### src/include/cids_map.svh
// Opcode, field, reset and flag constants for the instruction decode subset
`ifndef CIDS_MAP_SVH
`define CIDS_MAP_SVH
// ==========================================================
// Reset values
`define CIDS_PC_RST     16'h0000
`define CIDS_SP_RST     16'h00FF
`define CIDS_CCR_RST    8'h68
// ==========================================================
// Condition flag bit positions
`define CIDS_F_V        7
`define CIDS_F_H        4
`define CIDS_F_I        3
`define CIDS_F_N        2
`define CIDS_F_Z        1
`define CIDS_F_C        0
// ==========================================================
// Opcode fields
`define CIDS_OP_PREFIX  8'h9E
`define CIDS_OP_AIS     8'hA7
`define CIDS_OP_AIX     8'hAF
`define CIDS_HI_IMM     4'hA
`define CIDS_HI_DIR     4'hB
`define CIDS_HI_EXT     4'hC
`define CIDS_HI_IX2     4'hD
`define CIDS_HI_IX1     4'hE
`define CIDS_HI_IX      4'hF
`define CIDS_HI_SDIR    4'h3
`define CIDS_HI_SHA     4'h4
`define CIDS_HI_SHX     4'h5
`define CIDS_HI_SIX1    4'h6
`define CIDS_HI_SIX     4'h7
`define CIDS_HI_BRANCH_ON_BIT_CLEAR   4'h0
`define CIDS_HI_CLEAR_MEMORY_BIT    4'h1
`define CIDS_LO_ADC     4'h9
`define CIDS_LO_ADD     4'hB
`define CIDS_LO_AND     4'h4
`define CIDS_LO_BIT     4'h5
`define CIDS_LO_ASL     4'h8
`define CIDS_LO_ASR     4'h7
// ==========================================================
// Relative branch opcodes
`define CIDS_OP_BHI     8'h22
`define CIDS_OP_BLS     8'h23
`define CIDS_OP_BCC     8'h24
`define CIDS_OP_BCS     8'h25
`define CIDS_OP_BRANCH_HALFCARRY_CLEAR    8'h28
`define CIDS_OP_BRANCH_HALFCARRY_SET    8'h29
`define CIDS_OP_BMC     8'h2C
`define CIDS_OP_BMS     8'h2D
`define CIDS_OP_BIL     8'h2E
`define CIDS_OP_BIH     8'h2F
`define CIDS_OP_BGE     8'h90
`define CIDS_OP_BLT     8'h91
`define CIDS_OP_BGT     8'h92
`define CIDS_OP_BLE     8'h93
`endif

### src/include/cids_pkg.sv
// Types for the instruction decode subset
package cids_pkg;
  // ==========================================================
  // Sequencer states, operand modes, instruction classes
  typedef enum logic [2:0] {ST_FETCH, ST_PRE, ST_B1, ST_B2, ST_RD, ST_WR, ST_REL, ST_PAD} cids_state_t;
  typedef enum logic [3:0] {M_INH, M_IMM, M_DIR, M_EXT, M_IX2, M_IX1, M_IX, M_SP1, M_SP2} cids_mode_t;
  typedef enum logic [3:0] {C_ADC, C_ADD, C_AND, C_BIT, C_ASL, C_ASR, C_AIS, C_AIX, C_REL, C_CLEAR_MEMORY_BIT, C_BRANCH_ON_BIT_CLEAR,
                            C_ILL} cids_cls_t;
  typedef struct packed {
    cids_cls_t  cls;
    cids_mode_t mode;
  } cids_dec_t;
endpackage

### src/cids_core.sv
// Sequencer and execute logic for the instruction decode subset
//
// Function
// - ADC adds A, operand, carry; five flags
// - ADD adds A and operand; five flags
// - AND stores A&M, clears V, sets N,Z
// - BIT tests A&M without storing result
// - Stack pointer plus sign-extended immediate
// - Index pair plus sign-extended immediate
// - Shift left, bit7 to carry, zero in
// - Shift right keeps bit7, bit0 to carry
// - Branch on carry clear or set
// - Signed compare branches from N, V, Z
// - Unsigned higher / lower-same from C|Z
// - Branch on half-carry clear or set
// - Branch on interrupt pin level
// - Branch on interrupt mask flag
// - Clear direct-page memory bit, four cycles
// - Test memory bit into carry, branch
`timescale 1ns/1ns
`include "cids_map.svh"
module cids_core
  import cids_pkg::*;
(
  input  wire logic        clk_i,        // Core clock
  input  wire logic        rst_i,        // Async reset, high
  input  wire logic [7:0]  mem_rdata_i,  // Byte at mem_addr_o
  input  wire logic        irq_n_i,      // Interrupt pin level
  output logic      [15:0] mem_addr_o,   // Bus address
  output logic             mem_wr_o,     // Write strobe
  output logic      [7:0]  mem_wdata_o,  // Write data
  output logic      [7:0]  acc_o,        // Accumulator
  output logic      [15:0] idx_o,        // Index pair H:X
  output logic      [15:0] sp_o,         // Stack pointer
  output logic      [15:0] pc_o,         // Program counter
  output logic      [7:0]  flags_o,      // Condition flags
  output logic             instr_done_o, // Instruction retired
  output logic             illegal_o     // Opcode not handled
);
  // ==========================================================
  // Decode helpers
  function automatic cids_dec_t decode(input logic pre, input logic [7:0] op);
    cids_dec_t r;
    r.cls  = C_ILL;
    r.mode = M_INH;
    // Only the four operand-class low nibbles qualify, so A7 and AF fall through to the immediate adds
    if (op[7:4] >= `CIDS_HI_IMM && (!pre || op[7:4] == `CIDS_HI_IX2 || op[7:4] == `CIDS_HI_IX1) &&
        (op[3:0] == `CIDS_LO_ADC || op[3:0] == `CIDS_LO_ADD || op[3:0] == `CIDS_LO_AND ||
         op[3:0] == `CIDS_LO_BIT))
    begin
      case (op[3:0])
        `CIDS_LO_ADC: r.cls = C_ADC;
        `CIDS_LO_ADD: r.cls = C_ADD;
        `CIDS_LO_AND: r.cls = C_AND;
        `CIDS_LO_BIT: r.cls = C_BIT;
        default:      r.cls = C_ILL;
      endcase
      case (op[7:4])
        `CIDS_HI_IMM: r.mode = M_IMM;
        `CIDS_HI_DIR: r.mode = M_DIR;
        `CIDS_HI_EXT: r.mode = M_EXT;
        `CIDS_HI_IX2: r.mode = pre ? M_SP2 : M_IX2;
        `CIDS_HI_IX1: r.mode = pre ? M_SP1 : M_IX1;
        default:      r.mode = M_IX;
      endcase
    end
    else if ((op[3:0] == `CIDS_LO_ASL || op[3:0] == `CIDS_LO_ASR) &&
             (pre ? op[7:4] == `CIDS_HI_SIX1 : (op[7:4] >= `CIDS_HI_SDIR && op[7:4] <= `CIDS_HI_SIX)))
    begin
      r.cls = (op[3:0] == `CIDS_LO_ASL) ? C_ASL : C_ASR;
      case (op[7:4])
        `CIDS_HI_SDIR: r.mode = M_DIR;
        `CIDS_HI_SIX1: r.mode = pre ? M_SP1 : M_IX1;
        `CIDS_HI_SIX:  r.mode = M_IX;
        default:       r.mode = M_INH;
      endcase
    end
    else if (!pre)
    begin
      case (op)
        `CIDS_OP_AIS: r = '{C_AIS, M_IMM};
        `CIDS_OP_AIX: r = '{C_AIX, M_IMM};
        `CIDS_OP_BHI, `CIDS_OP_BLS, `CIDS_OP_BCC, `CIDS_OP_BCS, `CIDS_OP_BRANCH_HALFCARRY_CLEAR, `CIDS_OP_BRANCH_HALFCARRY_SET,
        `CIDS_OP_BMC, `CIDS_OP_BMS, `CIDS_OP_BIL, `CIDS_OP_BIH, `CIDS_OP_BGE, `CIDS_OP_BLT,
        `CIDS_OP_BGT, `CIDS_OP_BLE: r.cls = C_REL;
        default:
        begin
          if (op[0] && op[7:4] == `CIDS_HI_CLEAR_MEMORY_BIT) r = '{C_CLEAR_MEMORY_BIT, M_DIR};
          if (op[0] && op[7:4] == `CIDS_HI_BRANCH_ON_BIT_CLEAR) r = '{C_BRANCH_ON_BIT_CLEAR, M_DIR};
        end
      endcase
    end
    return r;
  endfunction

  // Effective address; one-byte modes pass zero as hi
  function automatic logic [15:0] ea(input cids_mode_t m, input logic [7:0] hi, input logic [7:0] lo,
                                     input logic [15:0] hx, input logic [15:0] sp);
    case (m)
      M_IX2, M_IX1, M_IX: return hx + {hi, lo};
      M_SP1, M_SP2:       return sp + {hi, lo};
      default:            return {hi, lo};
    endcase
  endfunction

  function automatic logic [15:0] sext(input logic [7:0] b);
    return {{8{b[7]}}, b};
  endfunction

  // ==========================================================
  // State
  cids_state_t st_q, st_d;
  cids_cls_t   cls_q, cls_d, cur_cls;
  cids_mode_t  mode_q, mode_d;
  cids_dec_t   dc;
  logic [15:0] pc_q, pc_d, addr_q, addr_d, sp_q, sp_d, pc1, hx;
  logic [7:0]  a_q, a_d, x_q, x_d, h_q, h_d, ccr_q, ccr_d, op_q, op_d, b1_q, b1_d;
  logic [7:0]  wdata_q, wdata_d, sh_in, alu_r, alu_ccr;
  logic [8:0]  sum9;
  logic        wr_q, wr_d, done_q, done_d, ill_q, ill_d;
  logic        pin_m_q, pin_q, alu_go, take, rd_bit;

  assign hx     = {h_q, x_q};
  assign pc1    = pc_q + 16'h0001;
  assign dc     = decode(st_q == ST_PRE, mem_rdata_i);
  assign rd_bit = mem_rdata_i[op_q[3:1]];
  // During opcode cycles the class is not yet registered
  assign cur_cls = (st_q == ST_FETCH || st_q == ST_PRE) ? dc.cls : cls_q;
  assign alu_go  = (st_q == ST_RD || (st_q == ST_B1 && mode_q == M_IMM)) && cls_q <= C_BIT;

  // ==========================================================
  // Branch condition, read straight from flags and the two-flop synchronised pin
  always_comb
  begin
    take = 1'b0;
    if (cls_q == C_BRANCH_ON_BIT_CLEAR)
      take = !ccr_q[`CIDS_F_C];
    else
      case (op_q)
        `CIDS_OP_BCC:  take = !ccr_q[`CIDS_F_C];
        `CIDS_OP_BCS:  take = ccr_q[`CIDS_F_C];
        `CIDS_OP_BGE:  take = !(ccr_q[`CIDS_F_N] ^ ccr_q[`CIDS_F_V]);
        `CIDS_OP_BLT:  take = ccr_q[`CIDS_F_N] ^ ccr_q[`CIDS_F_V];
        `CIDS_OP_BGT:  take = !(ccr_q[`CIDS_F_Z] | (ccr_q[`CIDS_F_N] ^ ccr_q[`CIDS_F_V]));
        `CIDS_OP_BLE:  take = ccr_q[`CIDS_F_Z] | (ccr_q[`CIDS_F_N] ^ ccr_q[`CIDS_F_V]);
        `CIDS_OP_BHI:  take = !(ccr_q[`CIDS_F_C] | ccr_q[`CIDS_F_Z]);
        `CIDS_OP_BLS:  take = ccr_q[`CIDS_F_C] | ccr_q[`CIDS_F_Z];
        `CIDS_OP_BRANCH_HALFCARRY_CLEAR: take = !ccr_q[`CIDS_F_H];
        `CIDS_OP_BRANCH_HALFCARRY_SET: take = ccr_q[`CIDS_F_H];
        `CIDS_OP_BIH:  take = pin_q;
        `CIDS_OP_BIL:  take = !pin_q;
        `CIDS_OP_BMC:  take = !ccr_q[`CIDS_F_I];
        `CIDS_OP_BMS:  take = ccr_q[`CIDS_F_I];
        default:       take = 1'b0;
      endcase
  end

  // ==========================================================
  // Arithmetic, logic and shift unit
  always_comb
  begin
    sh_in   = (st_q == ST_RD) ? mem_rdata_i : ((mem_rdata_i[7:4] == `CIDS_HI_SHX) ? x_q : a_q);
    sum9    = {1'b0, a_q} + {1'b0, mem_rdata_i} + {8'h00, (cur_cls == C_ADC) & ccr_q[`CIDS_F_C]};
    alu_r   = a_q & mem_rdata_i;
    alu_ccr = ccr_q;
    case (cur_cls)
      C_ADC, C_ADD:
      begin
        alu_r = sum9[7:0];
        alu_ccr[`CIDS_F_V] = (a_q[7] & mem_rdata_i[7] & !alu_r[7]) | (!a_q[7] & !mem_rdata_i[7] & alu_r[7]);
        alu_ccr[`CIDS_F_H] = (a_q[3] & mem_rdata_i[3]) | (mem_rdata_i[3] & !alu_r[3]) | (!alu_r[3] & a_q[3]);
        alu_ccr[`CIDS_F_C] = sum9[8];
      end
      C_ASL:
      begin
        alu_r = {sh_in[6:0], 1'b0};
        alu_ccr[`CIDS_F_C] = sh_in[7];
      end
      C_ASR:
      begin
        alu_r = {sh_in[7], sh_in[7:1]};
        alu_ccr[`CIDS_F_C] = sh_in[0];
      end
      default: alu_ccr[`CIDS_F_V] = 1'b0;
    endcase
    alu_ccr[`CIDS_F_N] = alu_r[7];
    alu_ccr[`CIDS_F_Z] = (alu_r == 8'h00);
    // Shifts report V as N xor C after the move
    if (cur_cls == C_ASL || cur_cls == C_ASR)
      alu_ccr[`CIDS_F_V] = alu_r[7] ^ alu_ccr[`CIDS_F_C];
  end

  // ==========================================================
  // Instruction sequencer: one state per bus cycle, so each
  // instruction takes exactly its documented cycle count
  always_comb
  begin
    st_d    = st_q;
    pc_d    = pc_q;
    addr_d  = addr_q;
    a_d     = a_q;
    x_d     = x_q;
    h_d     = h_q;
    sp_d    = sp_q;
    ccr_d   = ccr_q;
    op_d    = op_q;
    cls_d   = cls_q;
    mode_d  = mode_q;
    b1_d    = b1_q;
    wdata_d = wdata_q;
    wr_d    = 1'b0;
    done_d  = 1'b0;
    ill_d   = 1'b0;
    unique case (st_q)
      ST_FETCH, ST_PRE:
      begin
        pc_d   = pc1;
        addr_d = pc1;
        if (st_q == ST_FETCH && mem_rdata_i == `CIDS_OP_PREFIX)
          st_d = ST_PRE;
        else
        begin
          op_d   = mem_rdata_i;
          cls_d  = dc.cls;
          mode_d = dc.mode;
          if (dc.cls == C_ILL)
          begin
            // Unhandled opcodes retire as one-cycle no-ops
            ill_d  = 1'b1;
            done_d = 1'b1;
          end
          else if (dc.cls == C_REL)
            st_d = ST_REL;
          else if (dc.mode == M_INH)
          begin
            if (mem_rdata_i[7:4] == `CIDS_HI_SHX)
              x_d = alu_r;
            else
              a_d = alu_r;
            ccr_d  = alu_ccr;
            done_d = 1'b1;
            st_d   = ST_FETCH;
          end
          else if (dc.mode == M_IX)
          begin
            addr_d = hx;
            st_d   = ST_RD;
          end
          else
            st_d = ST_B1;
        end
      end
      ST_B1:
      begin
        pc_d   = pc1;
        addr_d = pc1;
        b1_d   = mem_rdata_i;
        st_d   = ST_FETCH;
        if (mode_q == M_EXT || mode_q == M_IX2 || mode_q == M_SP2)
          st_d = ST_B2;
        else if (cls_q == C_AIS)
        begin
          sp_d   = sp_q + sext(mem_rdata_i);
          done_d = 1'b1;
        end
        else if (cls_q == C_AIX)
        begin
          {h_d, x_d} = hx + sext(mem_rdata_i);
          done_d     = 1'b1;
        end
        else if (alu_go)
        begin
          a_d    = (cls_q == C_BIT) ? a_q : alu_r;
          ccr_d  = alu_ccr;
          done_d = 1'b1;
        end
        else
        begin
          addr_d = ea(mode_q, 8'h00, mem_rdata_i, hx, sp_q);
          st_d   = ST_RD;
        end
      end
      ST_B2:
      begin
        pc_d   = pc1;
        addr_d = ea(mode_q, b1_q, mem_rdata_i, hx, sp_q);
        st_d   = ST_RD;
      end
      ST_RD:
      begin
        addr_d = pc_q;
        st_d   = ST_FETCH;
        case (cls_q)
          C_ASL, C_ASR:
          begin
            wr_d    = 1'b1;
            wdata_d = alu_r;
            ccr_d   = alu_ccr;
            addr_d  = addr_q;
            st_d    = ST_WR;
          end
          C_CLEAR_MEMORY_BIT:
          begin
            wr_d    = 1'b1;
            wdata_d = mem_rdata_i & ~(8'h01 << op_q[3:1]);
            addr_d  = addr_q;
            st_d    = ST_WR;
          end
          C_BRANCH_ON_BIT_CLEAR:
          begin
            ccr_d[`CIDS_F_C] = rd_bit;
            st_d             = ST_REL;
          end
          default:
          begin
            a_d    = (cls_q == C_BIT) ? a_q : alu_r;
            ccr_d  = alu_ccr;
            done_d = 1'b1;
          end
        endcase
      end
      ST_WR:
      begin
        addr_d = pc_q;
        done_d = 1'b1;
        st_d   = ST_FETCH;
      end
      ST_REL:
      begin
        // Offset is relative to the byte after the offset
        pc_d   = take ? pc1 + sext(mem_rdata_i) : pc1;
        addr_d = pc_d;
        st_d   = ST_PAD;
      end
      ST_PAD:
      begin
        done_d = 1'b1;
        st_d   = ST_FETCH;
      end
    endcase
  end

  // Register stage; pin level passes two flops first
  always_ff @(posedge clk_i or posedge rst_i)
  begin
    if (rst_i)
    begin
      st_q    <= ST_FETCH;
      pc_q    <= `CIDS_PC_RST;
      addr_q  <= `CIDS_PC_RST;
      sp_q    <= `CIDS_SP_RST;
      ccr_q   <= `CIDS_CCR_RST;
      a_q     <= 8'h00;
      x_q     <= 8'h00;
      h_q     <= 8'h00;
      op_q    <= 8'h00;
      b1_q    <= 8'h00;
      cls_q   <= C_ILL;
      mode_q  <= M_INH;
      wdata_q <= 8'h00;
      wr_q    <= 1'b0;
      done_q  <= 1'b0;
      ill_q   <= 1'b0;
      pin_m_q <= 1'b1;
      pin_q   <= 1'b1;
    end
    else
    begin
      st_q    <= st_d;
      pc_q    <= pc_d;
      addr_q  <= addr_d;
      sp_q    <= sp_d;
      ccr_q   <= ccr_d;
      a_q     <= a_d;
      x_q     <= x_d;
      h_q     <= h_d;
      op_q    <= op_d;
      b1_q    <= b1_d;
      cls_q   <= cls_d;
      mode_q  <= mode_d;
      wdata_q <= wdata_d;
      wr_q    <= wr_d;
      done_q  <= done_d;
      ill_q   <= ill_d;
      pin_m_q <= irq_n_i;
      pin_q   <= pin_m_q;
    end
  end

  assign mem_addr_o   = addr_q;
  assign mem_wr_o     = wr_q;
  assign mem_wdata_o  = wdata_q;
  assign acc_o        = a_q;
  assign idx_o        = hx;
  assign sp_o         = sp_q;
  assign pc_o         = pc_q;
  assign flags_o      = ccr_q;
  assign instr_done_o = done_q;
  assign illegal_o    = ill_q;
endmodule // cids_core

### config.mk
export PLATFORM = sky130hd
export DESIGN_NAME = cids_core
export DESIGN_NICKNAME = d
export VERILOG_FILES = /design/src/include/cids_pkg.sv /design/src/cids_core.sv
export VERILOG_INCLUDE_DIRS = /design/src /design/src/include
export SDC_FILE = /design/constraint.sdc
export NUM_CORES = 1
export LEC_CHECK = 0
export ABC_AREA = 0
export BUFFER_PORTS_ARGS = -buffer_cell sky130_fd_sc_hd__buf_2
export CELL_PAD_IN_SITES_DETAIL_PLACEMENT = 1
export CELL_PAD_IN_SITES_GLOBAL_PLACEMENT = 1
export CORE_MARGIN = 5
export CORE_UTILIZATION = 46
export CTS_CLUSTER_DIAMETER = 40
export CTS_CLUSTER_SIZE = 14
export DETAILED_ROUTE_END_ITERATION = 6
export PLACE_DENSITY_LB_ADDON = 0.15
export SETUP_SLACK_MARGIN = 0.1
export SKIP_LAST_GASP = 1
export SYNTH_ARGS = -nofsm -noshare
export SYNTH_HDL_FRONTEND = slang
export SYNTH_SLANG_ARGS = --single-unit
### constraint.sdc
create_clock -name clk_i -period 4.7 [get_ports clk_i]
set_clock_uncertainty 0.15 [all_clocks]
set_input_delay 0.705 -clock clk_i [delete_from_list [all_inputs] [get_ports clk_i]]
set_output_delay 0.705 -clock clk_i [all_outputs]
set_load 0.01 [all_outputs]
# Yosys cells after proc, flatten, opt, wreduce, memory -nomap -nowiden
# Index checks and enable logic that the tools add are counted.
word_totals:
  out_inout_bits: 91
  in_bits: 11
  word_cells: 308
  ff_bits: 117
classes:
  order_cmp: 5
  bitwise_logic: 21
  mux: 100
  shift: 1
  n_eq_ne: 89
  n_reduce_logical: 63
  add_sub_neg: 10
op_table:
  columns: ["operator", "count"]
  rows:
  - ["$mux W8", 32]
  - ["$mux W16", 11]
  - ["$eq A8 B6 Y1 const B", 19]
  - ["$pmux W16 S2", 3]
  - ["$pmux W16 S6", 1]
  - ["$eq A8 B8 Y1 const B", 11]
  - ["$add A16 B16 Y16", 5]
  - ["$pmux W8 S3", 3]
  - ["$eq A4 B3 Y1 const B", 17]
  - ["$eq A4 B4 Y1 const B", 13]
  - ["$add A16 B8 Y16", 2]
  - ["$pmux W8 S2", 2]
  - ["$ne A2 B2 Y1 const B", 14]
  - ["$mux W3", 9]
  - ["$mux W1", 20]
  - ["$pmux W4 S5", 1]
  - ["$reduce_and A10 Y1", 2]
  - ["$pmux W3 S6", 1]
  - ["$add A16 B1 Y16 const B", 1]
  - ["$and A8 B8 Y8", 2]
  - ["$pmux W4 S4", 1]
  - ["$reduce_or A2 Y1", 8]
  - ["$reduce_or A14 Y1", 1]
  - ["$pmux W1 S13", 1]
  - ["48 further kinds", 109]

# Longest topological paths before layout
logic_depth:
  word_depth: 22
  ltp_mapped: 18
  depth_no_buf: 16

# Worst setup path after synthesis
# Ideal clock, no wire load.
synth_timing:
  path_type: "input to register"
  from: "input port mem_rdata_i[0]"
  to: "register x_q[7]"
  setup_ns: 0.125
  n_path_buf: 2
  slack_ns: 0.046
  path_stages: 18
  t_arrival_ns: 4.379
  required_time_ns: 4.425
  cell_sequence: "clkbuf_1 or4b_4 a21oi_4 a21boi_4 a21oi_1 clkbuf_1 and2_1 nand3_1 fa_1 nor2b_1 o21a_1 o31a_1 o31ai_1 xnor2_1 nand2_1 a32oi_2 mux2_2 mux2_2"
synth_via:
  elab_chain_cells: 18
  elab_cells_between_ends: 71
  cone_classes: "add/sub: 3; eq/ne: 32; mux: 20; bitwise: 1; reduce/logical: 15"
synth_lines:
  columns: ["item", "line", "rtl"]
  rows:
  - ["from (decl)", "cids_core.sv:27", "input wire logic [7:0] mem_rdata_i,"]
  - ["branches (longest 18 deep; another with $add A9 B1 Y9)", null, null]
  - ["to (signal assigned)", "cids_core.sv:354", "x_q <= 8'h00;"]
  - ["to (signal assigned)", "cids_core.sv:375", "x_q <= x_d;"]
  - ["to (decl)", "cids_core.sv:117", "logic [7:0] a_q, a_d, x_q, x_d, h_q, h_d, ccr_q, ccr_d, op_q, op_d, b1_q, b1_d;"]
# Parallel ways; which one is timed is not known. The select of a mux whose other input is x is not followed.
# A chain may end at the register's enable or synchronous reset.

# Worst setup path in the final report
layout_timing:
  from: "input port mem_rdata_i[2]"
  to: "register wdata_q[7], in the netlist mem_wdata_o[7]"
layout_via:
  elab_chain_cells: 12
  elab_cells_between_ends: 46
  cone_classes: "add/sub: 2; eq/ne: 25; mux: 9; bitwise: 1; reduce/logical: 9"
layout_lines:
  columns: ["item", "line", "rtl"]
  rows:
  - ["$eq A8 B6 Y1, or another cell as far along", "cids_core.sv:80", "case (op)"]
  - ["$reduce_or A14 Y1 / $logic_or A1 B1 Y1 (equally long branches)", null, null]
  - ["$pmux W4 S3 / $logic_or A1 B1 Y1 (equally long branches)", null, null]
  - ["$mux W8 / $logic_or A1 B1 Y1 (equally long branches)", null, null]
  - ["$mux W8 / $logic_and A1 B1 Y1 (equally long branches)", "cids_core.sv:67, cids_core.sv:47", null]
  - ["$mux W8", "cids_core.sv:47", "if (op[7:4] >= `CIDS_HI_IMM && (!pre || op[7:4] == `CIDS_HI_IX2 || op[7:4] == `CIDS_HI_IX1) &&"]
  - ["$mux W4", "cids_core.sv:128", "assign cur_cls = (st_q == ST_FETCH || st_q == ST_PRE) ? dc.cls : cls_q;"]
  - ["$logic_not A4 Y1", "cids_core.sv:163, cids_core.sv:166", null]
  - ["$and A1 B1 Y1", "cids_core.sv:163", "sum9 = {1'b0, a_q} + {1'b0, mem_rdata_i} + {8'h00, (cur_cls == C_ADC) & ccr_q[`CIDS_F_C]};"]
  - ["$add A9 B1 Y9", "cids_core.sv:163", null]
  - ["$pmux W8 S3 (*)", "cids_core.sv:166", "case (cur_cls)"]
  - ["$pmux W8 S2 (*)", "cids_core.sv:293", "case (cls_q)"]
  - ["to (signal assigned)", "cids_core.sv:381", "wdata_q <= wdata_d;"]
  - ["to (decl)", "cids_core.sv:118", "logic [7:0] wdata_q, wdata_d, sh_in, alu_r, alu_ccr;"]
# Mark *: on every way between the ends. The rest lies on a longest branch, timed or not.

==> metrics.txt <==
clk root buf=sky130_fd_sc_hd__clkbuf_16; row count=56; capture instance of the worst register-to-register path=mem_addr_o[9]; max-slew violation count=0; overall track demand over capacity in global routing=32.17%; Detailed Route Iter0 Violations=1067; 1st-pass router iterations=5; r2r setup slk=~0.35 ns; Post-Route M1 WL=approximately 19000 um; post-synthesis async set-or-reset flop share=between 90% and 100%; EDFF count, synth=0; DPL Wire Length=~32000 um; via total after detailed routing=11420; via-per-instance ratio=around 6.4; number of global-route vias before repair=11490; start of the worst register-to-register path=mode_q[1]; count of clock tree sinks=between 100 and 150; distinct cell type count after synthesis=90; count of inserted antenna diode cells=0; post-synth design cell area=10950 um^2; endpoint class of the critical path=flip-flop; post-CTS clock slew at the launch and capture registers of the worst setup and hold paths=approximately 0.060 ns; maximum number of pins on one net before global-route repair=59; width of the chip=between 150 and 200 um; Syn. warnings=0; syn avg cell area=8.084 um^2; sequential fraction of the synthesis area=between 20 and 30%; top area cells in the synthesized netlist=sky130_fd_sc_hd__dfrtp_1 24%, sky130_fd_sc_hd__ha_1 8.0%, sky130_fd_sc_hd__nand2_1 5.1%; buffers from clock root to sink, at most=2; DIE HEIGHT=between 150 and 200 um; min Tclk post-route=approximately 4.4 ns; Worst Hold Depth=0; start point of the worst min-delay path=pin_m_q; pin slew with the least headroom to its limit=1.007 ns; remaining routing DRC violations=0; commonest register cell after synthesis=sky130_fd_sc_hd__dfrtp_1; count of final hold-check violations=0; number of endpoints failing setup at the final stage=0; global-route wire length before repair=about 67000 um; outcome=complete, no violations; number of flip-flops and latches in the synthesized netlist=roughly 120; # hold bufs at CTS=0; Pleak=5.601 nW; antenna-violating nets left=0; Hold EP=pin_q; detailed-route wire length=approximately 43000 um; number of buffers inserted during clock tree synthesis=17; top routing layer in use=met5; full die area=between 20000 and 30000 um^2; I/O Buffers=slightly below 100; class of the tightest hold or removal check=flip-flop to flip-flop; launching element type of the critical path=input port; largest voltage drop on the vdd net=0.3321 mV; Final Cycle Share=92.76%; total of fill cells in the finished design=between 2000 and 3000; number of nets in the final layout=roughly 1600; share of layout cells above drive strength 1=~20%; setup repair after global routing missed its margin=no; Power per Cell Area=roughly 680 nW/um^2; arrival time of the worst setup path=around 4.6 ns; fraction of post-synthesis cell area in the top cell type by area=between 20% and 30%; endpoint required time on the critical path=between 4 and 5 ns; initial cell density of the core=between 40% and 50%; post-route insts no fill=1796; Top-Level Pins=102; number of max-cap violations=0; count of mapped cells out of synthesis=between 1000 and 1500; TritonCTS clock tree=built; weighted congestion at the end of routability-driven global placement=roughly 1; Congestion Overflow GR=0; crit-path max FO=10; post-synth top area cell=sky130_fd_sc_hd__dfrtp_1; Worst-Skew Late Latency=about 0.43 ns; Syn-to-layout area delta=15.63%; Slew headroom=between 30% and 40%; WL met2=approximately 19000 um; number of H-tree branching levels=4; number of instances in the placed design=~1800; cells on worst reg2reg path=14; area of the core=between 20000 and 25000 um^2; timing-limited maximum frequency=around 0.23 GHz; class of the most critical setup path=input port to flip-flop; antenna violations before repair=3; met3 routed WL=3673 um; hold slack=approximately 0.21 ns; routed wire length per instance=about 24 um
[critical path, cell delays in order]
cell	delay [ns]
sky130_fd_sc_hd__buf_2	0.17
sky130_fd_sc_hd__buf_4	0.23
sky130_fd_sc_hd__nor3b_1	0.27
sky130_fd_sc_hd__o21ai_1	0.13
sky130_fd_sc_hd__nor3_1	0.34
sky130_fd_sc_hd__a2111oi_2	0.15
sky130_fd_sc_hd__a21oi_1	0.18
sky130_fd_sc_hd__nand3_1	0.12
sky130_fd_sc_hd__fa_1	0.44
sky130_fd_sc_hd__nor2b_1	0.23
sky130_fd_sc_hd__o21a_1	0.20
sky130_fd_sc_hd__o31a_1	0.25
sky130_fd_sc_hd__o31ai_2	0.11
sky130_fd_sc_hd__xnor2_1	0.19
sky130_fd_sc_hd__nand2_1	0.12
sky130_fd_sc_hd__a32oi_4	0.28
sky130_fd_sc_hd__buf_4	0.17
sky130_fd_sc_hd__nand2_1	0.06
sky130_fd_sc_hd__a31oi_1	0.20
[layout by cell type, fill, tap and decap left out, types with 21 or more instances in the layout]
cell type,Yosys,routed
sky130_fd_sc_hd__a21oi_1,74,74
sky130_fd_sc_hd__xnor2_1,43,43
sky130_fd_sc_hd__xor2_1,26,26
sky130_fd_sc_hd__ha_1,70,70
sky130_fd_sc_hd__nand3_1,31,31
sky130_fd_sc_hd__mux2_2,39,39
sky130_fd_sc_hd__nand2_1,149,148
sky130_fd_sc_hd__dfrtp_1,104,104
sky130_fd_sc_hd__nor3_1,40,40
sky130_fd_sc_hd__buf_2,11,98
sky130_fd_sc_hd__o21ai_0,110,109
sky130_fd_sc_hd__nor2_1,134,134
sky130_fd_sc_hd__mux2i_1,38,38
sky130_fd_sc_hd__o211ai_1,21,21
sky130_fd_sc_hd__buf_4,5,61
sky130_fd_sc_hd__a31oi_1,29,29
sky130_fd_sc_hd__inv_1,57,56
[cell type report]
type	instances	area, um^2	share of cell area (%)
tap	319	399.1	3.154
timing repair buffer	161	979.7	7.741
clock inverter	14	153.9	1.216
multi-input combinational	1108	7526	59.47
inverter	59	224.0	1.770
clock buffer	18	429.2	3.391
sequential	117	2944	23.26
[what timing repair did]
action,4_1_cts,5_1_grt
hold endpoints to repair,0,0
resized for setup,0,5
setup buffers,0,0
endpoints found under the setup margin,0,5
[through the flow]
step / instance area, um^2 / total power, mW / TNS (ns) / worst slack (ns) / util [%]
floorplan: 10960 / 5.346 / 0 / 0.1107 / -
global placement: 12050 / 6.924 / 0 / 0.1108 / 51.32
detailed placement: 12050 / 7.093 / -0.005099 / -0.005099 / 51.32
CTS: 12630 / 8.512 / 0 / 0.2465 / 53.81
global route: 12660 / 9.179 / 0 / 0.1149 / 53.92
finish: 12660 / 8.631 / 0 / 0.3402 / 53.92
[Yosys cell counts (5+ instances only)]
cell and count:
sky130_fd_sc_hd__nor2_1 134, sky130_fd_sc_hd__a21o_1 10, sky130_fd_sc_hd__o22a_1 7, sky130_fd_sc_hd__a21boi_0 5, sky130_fd_sc_hd__mux2_2 39, sky130_fd_sc_hd__nand3b_1 8
sky130_fd_sc_hd__nand4_1 10, sky130_fd_sc_hd__a21oi_1 74, sky130_fd_sc_hd__a32oi_1 5, sky130_fd_sc_hd__buf_4 5, sky130_fd_sc_hd__dfrtp_1 104, sky130_fd_sc_hd__dfstp_2 13
sky130_fd_sc_hd__nor3_1 40, sky130_fd_sc_hd__clkbuf_1 52, sky130_fd_sc_hd__o211ai_1 21, sky130_fd_sc_hd__and2_1 10, sky130_fd_sc_hd__o31ai_1 15, sky130_fd_sc_hd__nand2b_1 13
sky130_fd_sc_hd__ha_1 70, sky130_fd_sc_hd__nand2_1 149, sky130_fd_sc_hd__nand3_1 31, sky130_fd_sc_hd__or2_2 10, sky130_fd_sc_hd__a221oi_1 6, sky130_fd_sc_hd__o21a_1 14
sky130_fd_sc_hd__o21ai_0 110, sky130_fd_sc_hd__buf_2 11, sky130_fd_sc_hd__o22ai_1 13, sky130_fd_sc_hd__o221ai_1 5, sky130_fd_sc_hd__a31oi_1 29, sky130_fd_sc_hd__fa_1 6
sky130_fd_sc_hd__xnor2_1 43, sky130_fd_sc_hd__or3_1 13, sky130_fd_sc_hd__inv_1 57, sky130_fd_sc_hd__a2111oi_0 5, sky130_fd_sc_hd__nor2b_1 11, sky130_fd_sc_hd__o2111ai_1 5
sky130_fd_sc_hd__and3_1 11, sky130_fd_sc_hd__mux2i_1 38, sky130_fd_sc_hd__a211oi_1 16, sky130_fd_sc_hd__mux2_1 5, sky130_fd_sc_hd__nor3b_1 7, sky130_fd_sc_hd__xor2_1 26
sky130_fd_sc_hd__nand4b_1 6, sky130_fd_sc_hd__o21bai_1 5
[where the power goes]
part	internal, mW	switching, mW	leakage [nW]
Sequential	1.39	0.546	1.36
Clock	0.786	0.568	0.266
Combinational	2.17	3.17	3.97
[metal layers]
metal | up-vias | global-route usage [%]
li1 | 5181 | -
met3 | 124 | 7.077
met4 | 6 | 11.59
met2 | 498 | 49.12
met1 | 5609 | 44.78
met5 | - | 0
[kinds of logic (layout without fill, tap and decap cells)]
group,count (synthesis),count (layout),share of synthesized area (%)
and+or+nand+nor,478,478,21.10
AOI/OAI and AO/OA,398,398,24.14
buffers and inverters,131,252,4.790
DFF,117,117,26.90
muxes,84,84,8.413
adders and majority gates,76,76,9.099
xor gates and xnor gates,69,69,5.521
other,1,3,0.03426
[sequential cells by signal (all words and copies together) (netlist names), 3 cells and up]
name,cells
mem_wdata_o,8
b1_q,8
x_q,8
mem_addr_o,16
pc_o,16
cls_q,4
flags_o,5
op_q,8
h_q,8
sp_o,16
st_q,3
mode_q,4
acc_o,8
[how the worst max path moves through the flow]
stage | startpoint | cells after the start | slack [ns] | endpoint
after floorplan | mem_rdata_i[0] | 18 | 0.11 | x_q[7]
after global placement | mem_rdata_i[3] | 18 | 0.11 | mem_wdata_o[7]
after detailed placement | mem_rdata_i[3] | 18 | -0.005 | mem_wdata_o[7]
after CTS | mode_q[1] | 14 | 0.25 | mem_addr_o[9]
after global routing | st_q[2] | 17 | 0.11 | mem_wdata_o[7]
final | mem_rdata_i[2] | 19 | 0.34 | mem_wdata_o[7]
Power figures use the tool's default switching activity.
